$ cat config.mk
export PLATFORM = sky130hd
export DESIGN_NAME = ifpc_flash_seq
export DESIGN_NICKNAME = d
export VERILOG_FILES = /design/src/rtl/ifpc_flash_seq.v
export VERILOG_INCLUDE_DIRS = /design/src /design/src/rtl
export SDC_FILE = /design/constraint.sdc
export NUM_CORES = 1
export LEC_CHECK = 0
export BUFFER_PORTS_ARGS = -buffer_cell sky130_fd_sc_hd__clkbuf_2
export CORE_MARGIN = 2
export CORE_UTILIZATION = 55
export DETAILED_ROUTE_END_ITERATION = 8
export GPL_ROUTABILITY_DRIVEN = 0
export PLACE_DENSITY = 0.71
export SYNTH_ARGS = -nofsm -noshare
export SYNTH_HDL_FRONTEND = slang
export SYNTH_SLANG_ARGS = --single-unit
$ cat constraint.sdc
create_clock -name clk_i -period 3.87 [get_ports clk_i]
set_input_delay 0.387 -clock clk_i [delete_from_list [all_inputs] [get_ports clk_i]]
set_output_delay 0.387 -clock clk_i [all_outputs]
set_load 0.01 [all_outputs]
$ cat src/rtl/ifpc_regs.vh
`ifndef IFPC_REGS_VH
`define IFPC_REGS_VH

// Register sector and byte addresses
`define IFPC_SECTOR 8'h01
`define IFPC_ADDR_FIRST 8'h43
`define IFPC_ADDR_LAST 8'h4F
`define IFPC_ADDR_CTRL 8'h43
`define IFPC_ADDR_RSTKEY 8'h44
`define IFPC_ADDR_BUFCLR 8'h45
`define IFPC_ADDR_FLASH_ADDR_LOW 8'h46
`define IFPC_ADDR_FLASH_ADDR_HIGH 8'h47
`define IFPC_ADDR_DATA0 8'h48

// Control and buffer clear register bit positions
`define IFPC_B_WEN 7
`define IFPC_B_MODE_HI 6
`define IFPC_B_MODE_LO 4
`define IFPC_B_UNLK 3
`define IFPC_B_WT 2
`define IFPC_B_RDEN 1
`define IFPC_B_RD 0
`define IFPC_B_BUFFER_CLEAR_START 0

// Operation select codes
`define IFPC_OP_WRITE 3'h0
`define IFPC_OP_ERASE 3'h1
`define IFPC_OP_READ 3'h3
`define IFPC_OP_UNLOCK 3'h6

// Flash port operation codes
`define IFPC_FL_WRITE 2'h0
`define IFPC_FL_ERASE 2'h1
`define IFPC_FL_READ 2'h2

// Reset values and keys
`define IFPC_BYTE_RST 8'h00
`define IFPC_CHIP_RST_KEY 8'h55

// Unlock pattern, in write order
`define IFPC_PAT0 8'h00
`define IFPC_PAT1 8'h04
`define IFPC_PAT2 8'h0D
`define IFPC_PAT3 8'h09
`define IFPC_PAT4 8'hC3
`define IFPC_PAT5 8'h40
`define IFPC_PAT_LAST 3'h5
`define IFPC_PAT_BASE 3'h2

// Page geometry: 64 words per page and per write
`define IFPC_PAGE_WORDS 64
`define IFPC_IDX_LAST 6'h3F

// Unlock timeout, counted in sub clock periods
`define IFPC_UNLOCK_TIMEOUT_US 300
`define IFPC_FSUB_HZ 32768
`define IFPC_UNLOCK_TICKS ((`IFPC_UNLOCK_TIMEOUT_US * `IFPC_FSUB_HZ) / 1000000)

`endif

$ cat src/rtl/ifpc_flash_seq.v
`timescale 1ns/10ps
`default_nettype none
`include "ifpc_regs.vh"
// Notes on behaviour
// RQ1: Page erase clears 64 words, upper address bits
// RQ2: Write programs a 64-word block
// RQ3: Read returns exactly one 16-bit word
// RQ4: Registers at 43H-4FH, sector high byte 01H
// RQ5: Software reaches registers through paired pointers
// RQ6: Clearing write-enabled status disables flash writes
// RQ7: Software writing 1 to status does nothing
// RQ8: Status set only after successful unlock sequence
// RQ9: Mode codes: write, erase, read, unlock
// RQ10: Enable bit plus unlock mode runs unlock
// RQ11: No re-unlock needed for later operations
// RQ12: Software sets write start, hardware clears
// RQ13: Software sets read start, hardware clears
// RQ14: Read-enable bit gates flash reads
// RQ15: Serial programming: shared data line, separate clock
// RQ16: Debug pins still serve as programming pins
// RQ17: Write and erase ignored while not enabled
// RQ18: Data0 high write loads buffer, bumps address
// RQ19: Six-byte pattern within timeout, else fails
// RQ20: Writing 55H to reset key resets chip
// RQ21: Buffer clear bit self-clears when done
module ifpc_flash_seq (
   // Clock and reset
   input wire clk_i,
   input wire nrst_i,
   // Data memory register port
   input wire [7:0] bus_sector_i,
   input wire [7:0] bus_addr_i,
   input wire bus_wr_i,
   input wire bus_rd_i,
   input wire [7:0] bus_wdata_i,
   output reg [7:0] bus_rdata_o,
   // Flash array port
   output reg fl_req_o,
   output reg [1:0] fl_op_o,
   output reg [14:0] fl_addr_o,
   output reg [15:0] fl_wdata_o,
   input wire fl_ack_i,
   input wire [15:0] fl_rdata_i,
   // Sub clock for the unlock timeout
   input wire sub_clk_i,
   // System effects
   output reg cpu_hold_o,
   output reg chip_rst_o,
   // Shared programming / debug pads
   input wire prog_serial_data_i,
   output reg prog_serial_data_o,
   output reg prog_serial_data_oe_o,
   input wire prog_serial_clock_i,
   // Programming engine side
   output reg icp_data_o,
   output reg icp_clock_o,
   input wire icp_tx_data_i,
   input wire icp_tx_en_i
);
   ////////////////////////////////////////////////////////////////////////////
   // Sequencer states
   localparam [2:0] ST_IDLE = 3'h0;
   localparam [2:0] ST_ERASE = 3'h1;
   localparam [2:0] ST_WRITE = 3'h2;
   localparam [2:0] ST_READ = 3'h3;
   localparam [2:0] ST_CLEAR = 3'h4;
   // Unlock pattern byte for a given step
   function [7:0] pat_byte;
      input [2:0] step;
      begin
         case (step)
            3'h0: pat_byte = `IFPC_PAT0;
            3'h1: pat_byte = `IFPC_PAT1;
            3'h2: pat_byte = `IFPC_PAT2;
            3'h3: pat_byte = `IFPC_PAT3;
            3'h4: pat_byte = `IFPC_PAT4;
            default: pat_byte = `IFPC_PAT5;
         endcase
      end
   endfunction
   // Register write strobe for one address
   function wr_hit;
      input [7:0] a;
      begin
         wr_hit = bus_wr_i && (bus_sector_i == `IFPC_SECTOR) && (bus_addr_i == a);
      end
   endfunction
   ////////////////////////////////////////////////////////////////////////////
   // Register state
   reg wen_r; // Write-enabled status
   reg [2:0] mode_r; // Operation select
   reg unlk_r; // Unlock procedure enable
   reg wt_r; // Write start
   reg rden_r; // Read enable
   reg rd_r; // Read start
   reg buffer_clear_start_r; // Buffer clear start
   reg [7:0] key_r; // Chip reset key
   reg [14:0] far_r; // Flash address pair
   reg [7:0] fd_r [0:7]; // Data register pairs
   reg [15:0] wbuf_r [0:`IFPC_PAGE_WORDS-1]; // Write buffer
   reg [2:0] st_r; // Sequencer state
   reg [5:0] idx_r; // Word index in page
   reg [8:0] page_r; // Page latched at start
   reg [2:0] pat_r; // Unlock pattern step
   reg [4:0] tmo_r; // Unlock timeout count
   reg sub_s1_r, sub_s2_r, sub_s3_r; // Sub clock synchroniser
   reg sub_lvl_r, sub_prev_r; // Filtered sub clock and its last value
   reg sda_s1_r, sda_s2_r, sda_s3_r; // Pad data synchroniser
   reg sck_s1_r, sck_s2_r, sck_s3_r; // Pad clock synchroniser
   ////////////////////////////////////////////////////////////////////////////
   // Decodes
   wire in_range = (bus_sector_i == `IFPC_SECTOR) && (bus_addr_i >= `IFPC_ADDR_FIRST)
                   && (bus_addr_i <= `IFPC_ADDR_LAST); // RQ4
   wire fd_wr = bus_wr_i && in_range && (bus_addr_i >= `IFPC_ADDR_DATA0);
   wire [7:0] fd_off = bus_addr_i - `IFPC_ADDR_DATA0;
   wire [2:0] fd_idx = fd_off[2:0];
   wire ctrl_wr = wr_hit(`IFPC_ADDR_CTRL);
   wire [2:0] new_mode = bus_wdata_i[`IFPC_B_MODE_HI:`IFPC_B_MODE_LO];
   wire unlk_act = unlk_r && (mode_r == `IFPC_OP_UNLOCK); // RQ10
   wire sub_tick = sub_lvl_r && !sub_prev_r;
   wire pat_wr = unlk_act && fd_wr && (fd_idx >= `IFPC_PAT_BASE);
   wire pat_ok = (fd_idx == pat_r + `IFPC_PAT_BASE) && (bus_wdata_i == pat_byte(pat_r));
   wire unlk_pass = pat_wr && pat_ok && (pat_r == `IFPC_PAT_LAST);
   wire unlk_fail = unlk_act && ((pat_wr && !pat_ok) || (tmo_r >= `IFPC_UNLOCK_TICKS)); // RQ19
   wire last_ack = fl_ack_i && (idx_r == `IFPC_IDX_LAST);
   wire clr_done = (st_r == ST_CLEAR) && (idx_r == `IFPC_IDX_LAST);
   ////////////////////////////////////////////////////////////////////////////
   // Sub clock sync: three flops, change taken when second and third agree
   always @(posedge clk_i) begin
      if (!nrst_i) begin
         sub_s1_r <= 1'b0;
         sub_s2_r <= 1'b0;
         sub_s3_r <= 1'b0;
         sub_lvl_r <= 1'b0;
         sub_prev_r <= 1'b0;
      end else begin
         sub_s1_r <= sub_clk_i;
         sub_s2_r <= sub_s1_r;
         sub_s3_r <= sub_s2_r;
         if (sub_s2_r == sub_s3_r) begin
            sub_lvl_r <= sub_s3_r;
         end
         sub_prev_r <= sub_lvl_r;
      end
   end
   ////////////////////////////////////////////////////////////////////////////
   // Programming pads: one bidirectional data line plus clock line
   always @(posedge clk_i) begin
      if (!nrst_i) begin
         sda_s1_r <= 1'b0;
         sda_s2_r <= 1'b0;
         sda_s3_r <= 1'b0;
         sck_s1_r <= 1'b0;
         sck_s2_r <= 1'b0;
         sck_s3_r <= 1'b0;
         icp_data_o <= 1'b0;
         icp_clock_o <= 1'b0;
         prog_serial_data_o <= 1'b0;
         prog_serial_data_oe_o <= 1'b0;
      end else begin
         sda_s1_r <= prog_serial_data_i;
         sda_s2_r <= sda_s1_r;
         sda_s3_r <= sda_s2_r;
         sck_s1_r <= prog_serial_clock_i;
         sck_s2_r <= sck_s1_r;
         sck_s3_r <= sck_s2_r;
         if (sda_s2_r == sda_s3_r) begin // Same pads on every variant
            icp_data_o <= sda_s3_r; // RQ15 RQ16
         end
         if (sck_s2_r == sck_s3_r) begin
            icp_clock_o <= sck_s3_r; // RQ15 RQ16
         end
         prog_serial_data_o <= icp_tx_data_i; // RQ15
         prog_serial_data_oe_o <= icp_tx_en_i; // Engine drives the shared line back out
      end
   end
   ////////////////////////////////////////////////////////////////////////////
   // Address, data, key and write buffer registers
   always @(posedge clk_i) begin : data_regs
      integer i;
      if (!nrst_i) begin
         key_r <= `IFPC_BYTE_RST;
         far_r <= 15'h0000;
         chip_rst_o <= 1'b0;
         for (i = 0; i < 8; i = i + 1) begin
            fd_r[i] <= `IFPC_BYTE_RST;
         end
      end else begin
         chip_rst_o <= 1'b0;
         if (wr_hit(`IFPC_ADDR_RSTKEY)) begin // Magic value fires a one-cycle chip reset
            key_r <= bus_wdata_i;
            chip_rst_o <= (bus_wdata_i == `IFPC_CHIP_RST_KEY); // RQ20
         end
         if (wr_hit(`IFPC_ADDR_FLASH_ADDR_LOW)) begin
            far_r[7:0] <= bus_wdata_i;
         end
         if (wr_hit(`IFPC_ADDR_FLASH_ADDR_HIGH)) begin
            far_r[14:8] <= bus_wdata_i[6:0];
         end
         if (fd_wr) begin
            fd_r[fd_idx] <= bus_wdata_i;
         end
         if (fd_wr && (fd_idx == 3'h1)) begin // Data0 high: word to buffer, address steps on
            far_r <= far_r + 15'h0001; // RQ18
         end
         if ((st_r == ST_READ) && fl_ack_i) begin // Read result lands in data pair 0
            fd_r[0] <= fl_rdata_i[7:0]; // RQ3
            fd_r[1] <= fl_rdata_i[15:8]; // RQ3
         end
      end
   end
   // Write buffer: loaded from data0, wiped by the clear sequence
   always @(posedge clk_i) begin
      if (fd_wr && (fd_idx == 3'h1)) begin
         wbuf_r[far_r[5:0]] <= {bus_wdata_i, fd_r[0]}; // RQ18
      end else if (st_r == ST_CLEAR) begin
         wbuf_r[idx_r] <= 16'h0000; // RQ21
      end
   end
   ////////////////////////////////////////////////////////////////////////////
   // Control register, unlock procedure and sequencer
   always @(posedge clk_i) begin
      if (!nrst_i) begin
         wen_r <= 1'b0;
         mode_r <= 3'h0;
         unlk_r <= 1'b0;
         wt_r <= 1'b0;
         rden_r <= 1'b0;
         rd_r <= 1'b0;
         buffer_clear_start_r <= 1'b0;
         st_r <= ST_IDLE;
         idx_r <= 6'h00;
         page_r <= 9'h000;
         pat_r <= 3'h0;
         tmo_r <= 5'h00;
         fl_req_o <= 1'b0;
         fl_op_o <= `IFPC_FL_WRITE;
         fl_addr_o <= 15'h0000;
         fl_wdata_o <= 16'h0000;
         cpu_hold_o <= 1'b0;
      end else begin
         if (ctrl_wr) begin // Software side of the control register
            mode_r <= new_mode; // RQ9
            unlk_r <= bus_wdata_i[`IFPC_B_UNLK];
            rden_r <= bus_wdata_i[`IFPC_B_RDEN]; // RQ14
            if (!bus_wdata_i[`IFPC_B_WEN]) begin // Software may only clear the status bit
               wen_r <= 1'b0; // RQ6 RQ7
            end
            if (bus_wdata_i[`IFPC_B_WT] && wen_r && (st_r == ST_IDLE) // Start needs unlocked flash
                && ((new_mode == `IFPC_OP_WRITE) || (new_mode == `IFPC_OP_ERASE))) begin
               wt_r <= 1'b1; // RQ12 RQ17
            end
            if (bus_wdata_i[`IFPC_B_RD] && bus_wdata_i[`IFPC_B_RDEN] && (st_r == ST_IDLE) // Read enable set
                && (new_mode == `IFPC_OP_READ)) begin
               rd_r <= 1'b1; // RQ13 RQ14
            end
         end
         if (wr_hit(`IFPC_ADDR_BUFCLR) && bus_wdata_i[`IFPC_B_BUFFER_CLEAR_START]) begin
            buffer_clear_start_r <= 1'b1; // RQ21
         end
         // Unlock progress: pattern step and sub clock timeout
         if (unlk_act) begin
            if (sub_tick) begin
               tmo_r <= tmo_r + 5'h01; // RQ19
            end
            if (pat_wr && pat_ok) begin
               pat_r <= pat_r + 3'h1; // RQ19
            end
         end else begin
            pat_r <= 3'h0;
            tmo_r <= 5'h00;
         end
         if (unlk_pass) begin // Enable self-clears; hardware set of status wins
            unlk_r <= 1'b0;
            wen_r <= 1'b1; // RQ8 RQ11
         end else if (unlk_fail) begin
            unlk_r <= 1'b0; // RQ19
         end
         case (st_r) // Sequencer
            ST_IDLE: begin
               idx_r <= 6'h00;
               page_r <= far_r[14:6];
               if (wt_r && wen_r && (mode_r == `IFPC_OP_ERASE)) begin // One request wipes the page
                  st_r <= ST_ERASE;
                  fl_req_o <= 1'b1;
                  fl_op_o <= `IFPC_FL_ERASE;
                  fl_addr_o <= {far_r[14:6], 6'h00}; // RQ1
                  cpu_hold_o <= 1'b1;
               end else if (wt_r && wen_r && (mode_r == `IFPC_OP_WRITE)) begin
                  st_r <= ST_WRITE;
                  fl_req_o <= 1'b1;
                  fl_op_o <= `IFPC_FL_WRITE;
                  fl_addr_o <= {far_r[14:6], 6'h00}; // RQ2
                  fl_wdata_o <= wbuf_r[0];
                  cpu_hold_o <= 1'b1;
               end else if (wt_r) begin // Lost enable or mode before start: drop it
                  wt_r <= 1'b0; // RQ17
               end else if (rd_r && rden_r && (mode_r == `IFPC_OP_READ)) begin
                  st_r <= ST_READ;
                  fl_req_o <= 1'b1;
                  fl_op_o <= `IFPC_FL_READ;
                  fl_addr_o <= far_r; // RQ3
                  cpu_hold_o <= 1'b1;
               end else if (rd_r) begin
                  rd_r <= 1'b0; // RQ14
               end else if (buffer_clear_start_r) begin
                  st_r <= ST_CLEAR;
               end
            end
            ST_ERASE, ST_READ: begin
               if (fl_ack_i) begin // Erase and single-word read end on one ack
                  fl_req_o <= 1'b0;
                  wt_r <= 1'b0; // RQ12
                  rd_r <= 1'b0; // RQ13
                  cpu_hold_o <= 1'b0;
                  st_r <= ST_IDLE;
               end
            end
            ST_WRITE: begin
               if (last_ack) begin // Step through all 64 buffered words
                  fl_req_o <= 1'b0;
                  wt_r <= 1'b0; // RQ12
                  cpu_hold_o <= 1'b0;
                  st_r <= ST_IDLE;
               end else if (fl_ack_i) begin
                  idx_r <= idx_r + 6'h01;
                  fl_addr_o <= {page_r, idx_r + 6'h01}; // RQ2
                  fl_wdata_o <= wbuf_r[idx_r + 6'h01];
               end
            end
            ST_CLEAR: begin
               idx_r <= idx_r + 6'h01;
               if (clr_done) begin
                  buffer_clear_start_r <= wr_hit(`IFPC_ADDR_BUFCLR) && bus_wdata_i[`IFPC_B_BUFFER_CLEAR_START]; // RQ21 new set wins
                  st_r <= ST_IDLE;
               end
            end
            default: begin
               st_r <= ST_IDLE;
            end
         endcase
      end
   end
   ////////////////////////////////////////////////////////////////////////////
   // Register read port, answered one cycle after the strobe
   always @(posedge clk_i) begin
      if (!nrst_i) begin
         bus_rdata_o <= `IFPC_BYTE_RST;
      end else if (bus_rd_i) begin
         if (!in_range) begin
            bus_rdata_o <= `IFPC_BYTE_RST;
         end else if (bus_addr_i >= `IFPC_ADDR_DATA0) begin
            bus_rdata_o <= fd_r[fd_idx];
         end else begin
            case (bus_addr_i)
               `IFPC_ADDR_CTRL: bus_rdata_o <= {wen_r, mode_r, unlk_r, wt_r, rden_r, rd_r};
               `IFPC_ADDR_RSTKEY: bus_rdata_o <= key_r;
               `IFPC_ADDR_BUFCLR: bus_rdata_o <= {7'h00, buffer_clear_start_r};
               `IFPC_ADDR_FLASH_ADDR_LOW: bus_rdata_o <= far_r[7:0];
               `IFPC_ADDR_FLASH_ADDR_HIGH: bus_rdata_o <= {1'b0, far_r[14:8]};
               default: bus_rdata_o <= `IFPC_BYTE_RST;
            endcase
         end
      end
   end
   wire unused_ok = &{1'b1, fd_off[7:3]}; // Unused upper bits of the data offset
endmodule
`default_nettype wire

==> run_results.csv, run 1 <==
group,metric,value,unit
status,status,"finished, violations left",
status,violations,"capacitance limit",
worst_setup_path,crit_type,"flip-flop to flip-flop",
clock_network,cts_inserted_buffers,117,
run,cap_violations,1,
logic_synthesis,post_synth_and_or_nand_nor_area_fraction,0.0642,
worst_setup_path,worstReg2RegStart,"idx_r[2]",
clock_network,cts_resized,0,
logic_synthesis,synth_edf_count,1088,
clock_network,holdBufCountCts,21,
logic_synthesis,syn_area_per_cell,17.9,um2
layout,multi_input_area,0.0128,mm2
route,via_per_inst,6.51,
hold_path,min_path_cells,3,
floorplanning,dieArea,0.0907,mm2
sta,hold_ws,0.133,ns
logic_synthesis,synth_fa_ha_area_frac,0.00232,
layout,areaGrowthSynthToFinish,13.5,%
sta,setup_viol,0,
worst_setup_path,crit_required,4.42,ns
global_routing,grt_pass1_wl,181,mm
placed_design,io_buffers,97,
worst_setup_path,rrSetupSlack,0.23,ns
logic_synthesis,synthArstFlopShare,0,
logic_synthesis,synth_area_leaders,"edfxtp_1 67%, mux4_2 13%, dfxtp_1 4.8%",
clock_network,insertion_delay,0.70,ns
sta,finalSetupTns,0,ns
logic_synthesis,ys_ff_latch,1204,
sta,worst_pin_slew,1.49,ns
sta,rsz0062_at_grt,"false",
hold_path,min_to,"bus_rdata_o[6]",
sta,maxSlewHeadroom,0.00516,
sta,fin_crit,3.64,ns
logic_synthesis,synth_mux_area_frac,0.143,
worst_setup_path,reg2reg_to,"fl_wdata_o[3]",
worst_setup_path,reg2regPathDepth,6,
layout,seq_area,0.0350,mm2
sta,max_freq,275,MHz
logic_synthesis,yosys_warnings,0,
floorplanning,start_util,0.557,
route,routed_wl,123,mm
sta,finalClockSkew,0.0321,ns
power,ir_worst_vdd,0.463,mV
global_routing,antenna_found_initial,4,
clock_network,cts_setup_buffers,0,
logic_synthesis,netlist_area,0.0486,mm2
placed_design,place_ws,0.315,ns
hold_path,hp-class,"input port to flip-flop",
clock_network,clockBufferDepth,3,
route,drc,0,
route,drtPass1Iterations,6,
clock_network,clock_sinks,1204,
sta,period_share,0.940,
clock_network,clkSlewWorstSetupHoldPaths,0.06,ns
sta,hold_viol_final,0,
global_routing,grt_usage,0.273,
global_routing,grt_max_degree,87,
logic_synthesis,synth_top_family_by_area,"multiplexers",
power,p_leak,17.3,nW
layout,postLayoutCoreUtil,0.632,
worst_setup_path,worstPathArrival,4.19,ns
clock_network,cts_tree,"yes",
power,p_per_area,463,mW/mm2
logic_synthesis,ys_types,81,
sta,drv_slew,0,
worst_setup_path,critPathMaxFanout,17,
hold_path,worstHoldStart,"bus_rd_i",
logic_synthesis,synth-main-ff-cell,"edfxtp_1",
floorplanning,die_w,301,um
route,drt_iter0_markers,4192,
logic_synthesis,yosysTopAreaCellShare,0.673,
floorplanning,die_y,301,um
floorplanning,num_rows,108,
logic_synthesis,synth_cells,2714,
placed_design,dp_hpwl,75.5,mm
route,vias,27300,
layout,drive_above_1_share,0.251,
layout,fin_nets,2997,
floorplanning,core,0.0872,mm2
clock_network,h-tree-depth,3,
logic_synthesis,synth_compound_gate_area_share,0.0488,
global_routing,grt_pass1_vias,27100,
route,wl_per_cell,29.2,um
route,antenna_left,0,
logic_synthesis,synth_largest_area_cell,"edfxtp_1",
layout,final.fill_count,5900,
worst_setup_path,critPathLaunchType,"flip-flop",
clock_network,cts-root-buf,"clkbuf_16",
logic_synthesis,syn_nets,2773,
global_routing,gr-total-overflow,0,
logic_synthesis,synth-xor-area-share,0.00361,
floorplanning,pin_count,98,
worst_setup_path,setup.worst_path.end_class,"flip-flop",
logic_synthesis,seq_area_frac_synth,0.721,
sta,setup_slack,0.232,ns
-- routing by layer --
metal	vias up	global-route usage	routed length [um]
met4	0	0.0994	4140
met2	1610	0.426	58700
met1	14100	0.391	47800
met5	-	0	0
met3	238	0.0517	12000
li1	11400	-	-
-- cells by family (layout without fill, tap and decap cells) --
group / count (synthesis) / in the layout
DFF: 1204 / 1204
and+or+nand+nor: 628 / 628
muxes: 345 / 345
AOI/OAI and AO/OA: 331 / 331
buffers and inverters: 180 / 501
xor gates and xnor gates: 17 / 17
adders and majority gates: 9 / 9
other: 0 / 4
-- worst max-delay path by stage --
stage | startpoint | end | slack (ns) | depth (start not counted)
2_1_floorplan | bus_addr_i[7] | wbuf_r[63][0] | 0.52 | 8
3_3_place_gp | idx_r[2] | fl_wdata_o[12] | 0.39 | 6
3_5_place_dp | idx_r[2] | fl_wdata_o[3] | 0.31 | 6
4_1_cts | idx_r[2] | fl_wdata_o[3] | 0.33 | 6
5_1_grt | idx_r[2] | fl_wdata_o[3] | 0.16 | 6
6_report | idx_r[2] | fl_wdata_o[3] | 0.23 | 6
-- per-stage QoR --
stage                     instance area [um2]  power [mW]  cells
final                                   55100        25.5   4194
after floorplan                         48600        14.7   2714
after global placement                  51200        14.9   3953
after global routing                    55100        26.1   4190
after CTS                               55100        25.6   4190
after detailed placement                51200        14.9   3953
-- Yosys cell counts, types with 4 or more instances --
| master | number |
|---|---|
| o22ai_1 | 19 |
| nand2_1 | 208 |
| buf_4 | 27 |
| nor2_1 | 153 |
| a22oi_1 | 36 |
| xor2_1 | 11 |
| a32oi_1 | 22 |
| inv_1 | 15 |
| nand2b_1 | 13 |
| nand3_1 | 52 |
| o211ai_1 | 4 |
| nor4_2 | 5 |
| nand4_1 | 10 |
| mux2_2 | 6 |
| edfxtp_1 | 1088 |
| nor3b_1 | 5 |
| mux2i_1 | 59 |
| a211oi_1 | 11 |
| or3_1 | 5 |
| nor3_1 | 13 |
| buf_2 | 40 |
| o21ai_0 | 32 |
| and3_1 | 25 |
| a311oi_1 | 8 |
| clkbuf_1 | 87 |
| buf_1 | 8 |
| xnor2_1 | 4 |
| mux4_2 | 279 |
| o41ai_1 | 4 |
| nor4_1 | 9 |
| ha_1 | 9 |
| dfxtp_1 | 116 |
| or4_1 | 5 |
| and2_1 | 82 |
| a22o_1 | 19 |
| nor2b_1 | 11 |
| a222oi_1 | 4 |
| nor4b_1 | 8 |
| a31oi_1 | 25 |
| o41ai_2 | 12 |
| a21oi_1 | 98 |
-- cell usage in the layout (no fill, tap or decap), drive strengths merged, types with 21 or more instances in the layout --
cell / instances
inv: 22
dfxtp: 116
nand3: 55
mux4: 279
a31oi: 27
edfxtp: 1088
a22oi: 36
o21ai: 34
a32oi: 22
and2: 84
a21oi: 99
nand2: 208
buf: 151
clkbuf: 241
nor2: 153
dlygate4sd3: 21
clkinv: 55
and3: 25
mux2i: 59
-- area by class of cell --
| class | count | area share |
|---|---|---|
| Clock buffer | 144 | 0.0559 |
| Clock inverter | 72 | 0.0102 |
| Tap cell | 1155 | 0.0262 |
| Inverter | 16 | 0.00109 |
| Timing Repair Buffer | 269 | 0.0389 |
| Multi-Input combinational cell | 1330 | 0.232 |
| Antenna cell | 4 | 0.000182 |
| Sequential cell | 1204 | 0.635 |
-- report_power, final --
| group | switching (mW) | internal (mW) | total, mW | leakage [nW] |
|---|---|---|---|---|
| clock | 4.81 | 6.06 | 10.9 | 1.79 |
| sequential | 0.0143 | 14.2 | 14.2 | 10.8 |
| combinational | 0.328 | 0.127 | 0.455 | 4.73 |
| total | 5.16 | 20.3 | 25.5 | 17.3 |
-- registers in the layout (all words and copies together), names as in the netlist, 5 cells and up --
signal	cells
page_r	9
idx_r	6
tmo_r	5
wbuf_r	1024
key_r	8
far_r	15
fl_addr_o	15
bus_rdata_o	8
fd_r	64
fl_wdata_o	16
-- worst max-delay path, cell delays in order, from the launching register on --
cell and delay, ns:
dfxtp_1 0.78, nand3_2 0.32, nor2_1 0.18, a22o_1 0.91, a32oi_1 0.46, a31oi_1 0.66, o41ai_2 0.18
No activity file was read; power rests on OpenSTA's default activity.
==> inputs of run 2 (changes only) <==
--- a/config.mk
+++ b/config.mk
@@ -6,12 +6,12 @@
 export SDC_FILE = /design/constraint.sdc
 export NUM_CORES = 1
 export LEC_CHECK = 0
-export BUFFER_PORTS_ARGS = -buffer_cell sky130_fd_sc_hd__clkbuf_2
+export ABC_CLOCK_PERIOD_IN_PS = 3870
 export CORE_MARGIN = 2
-export CORE_UTILIZATION = 55
+export CORE_UTILIZATION = 40
 export DETAILED_ROUTE_END_ITERATION = 8
+export DONT_BUFFER_PORTS = 1
 export GPL_ROUTABILITY_DRIVEN = 0
-export PLACE_DENSITY = 0.71
 export SYNTH_ARGS = -nofsm -noshare
 export SYNTH_HDL_FRONTEND = slang
 export SYNTH_SLANG_ARGS = --single-unit
==> run_results.csv, run 2 (synthesized netlist as in run 1, its figures left out) <==
group,metric,value,unit
route,routed_wl,130,mm
layout,antenna_cells,0,
worst_setup_path,crit_chain,"ha_4, xnor2_2, nand2_1, a32oi_1, a31oi_1, o41ai_2",
sta,hold_viol_final,0,
floorplanning,pin_count,98,
route,drt_iter0_markers,2987,
sta,fin_crit,3.63,ns
global_routing,grt_pass1_wl,189,mm
worst_setup_path,critPathMaxFanout,16,
sta,max_freq,275,MHz
hold_path,hp-class,"input port to flip-flop",
layout,top_regs,"wbuf_r: 1024 flops, fd_r: 64 flops, fl_wdata_o: 16 flops",
route,drtPass1Iterations,8,
sta,maxSlewHeadroom,0.0591,
worst_setup_path,crit_required,4.46,ns
worst_setup_path,worstPathArrival,4.23,ns
route,drc,0,
clock_network,insertion_delay,0.71,ns
layout,final.fill_count,10100,
layout,layout_common_cells,"1088 x edfxtp_1, 279 x mux4_2, 208 x nand2_1",
floorplanning,die_y,352,um
layout,design_area,0.0557,mm2
worst_setup_path,setup.worst_path.end_class,"flip-flop",
sta,worst_pin_slew,1.40,ns
clock_network,h-tree-depth,3,
clock_network,clockBufferDepth,3,
placed_design,placed_cell_area,0.0514,mm2
worst_setup_path,crit_buf_inv,0,
worst_setup_path,cp_slowest_cell,"xnor2_2",
sta,hold_ws,0.0708,ns
clock_network,clkSlewWorstSetupHoldPaths,0.07,ns
power,total_power,26.1,mW
run,cap_violations,0,
route,wl_per_cell,28.3,um
sta,finalSetupTns,0,ns
global_routing,grt_pass1_vias,27100,
layout,seq_area,0.0350,mm2
layout,largest_reg_flops,1024,
power,p_per_area,468,mW/mm2
status,status,"completed",
sta,period_share,0.939,
layout,fin_nets,2934,
layout,regMostFlops,"wbuf_r",
placed_design,dp_hpwl,82.3,mm
clock_network,cts_inserted_buffers,117,
clock_network,cts_resized,0,
global_routing,antenna_found_initial,1,
route,antenna_left,0,
clock_network,cts-root-buf,"clkbuf_16",
worst_setup_path,cp_slowest_stage_delay,1.05,ns
worst_setup_path,cp_top_family,"compound AO/OA/AOI/OAI gates",
layout,postLayoutCoreUtil,0.464,
clock_network,cts_tree,"yes",
worst_setup_path,crit_type,"flip-flop to flip-flop",
layout,fin_cells,4587,
layout,multi_input_area,0.0128,mm2
clock_network,clock_sinks,1204,
floorplanning,core,0.120,mm2
sta,rsz0062_at_grt,"false",
sta,setup_viol,0,
placed_design,io_buffers,0,
placed_design,place_ws,0.175,ns
route,vias,26600,
sta,setup_slack,0.237,ns
floorplanning,dieArea,0.124,mm2
power,p_leak,17.2,nW
power,ir_worst_vdd,0.406,mV
layout,drive_above_1_share,0.230,
floorplanning,die_w,352,um
layout,areaGrowthSynthToFinish,14.7,%
route,via_per_inst,5.79,
worst_setup_path,critPathLaunchType,"flip-flop",
sta,drv_slew,0,
global_routing,gr-total-overflow,0,
layout,final_common_cell,"edfxtp_1",
floorplanning,num_rows,127,
sta,finalClockSkew,0.0355,ns
global_routing,grt_usage,0.207,
global_routing,grt_max_degree,97,
placed_design,dp.cells,4326,
floorplanning,start_util,0.404,
-- run 2: final timing paths --
check                               startpoint       endpoint  slack (ns)  depth (start not counted)
worst min-delay path            bus_wdata_i[1]           rd_r        0.07                          4
worst max register to register        idx_r[1]  fl_wdata_o[6]        0.24                          6
worst max-delay path                  idx_r[1]  fl_wdata_o[6]        0.24                          6
worst min register to register        sck_s1_r       sck_s2_r        0.43                          1
-- run 2: final cells by class --
class	count	share of cell area
Inverter	16	0.00108
Clock buffer	145	0.0563
Timing Repair Buffer	206	0.0355
Tap cell	1612	0.0362
Sequential cell	1204	0.628
Clock inverter	74	0.0131
Multi-Input combinational cell	1330	0.230
-- run 2: worst min-delay path, cell delays in order --
cell	delay [ns]
nand4_1	0.05
nor4b_1	0.06
o21ai_0	0.16
a21oi_1	0.07
-- run 2: repair_timing --
item / CTS / global route
endpoints found under the hold margin: 127 / 0
endpoints found under the setup margin: 0 / 0
setup buffers: 0 / 0
hold buffers: 42 / 0
-- run 2: metal layers --
metal	track usage	share of wire
met1	0.268	0.39
met2	0.346	0.49
met3	0.0410	0.075
met4	0.0781	0.036
met5	0	0
-- run 2: report_power, final --
group	internal [mW]	switching [mW]
registers	14.2	0.0141
logic	0.116	0.303
clock network	6.66	4.80
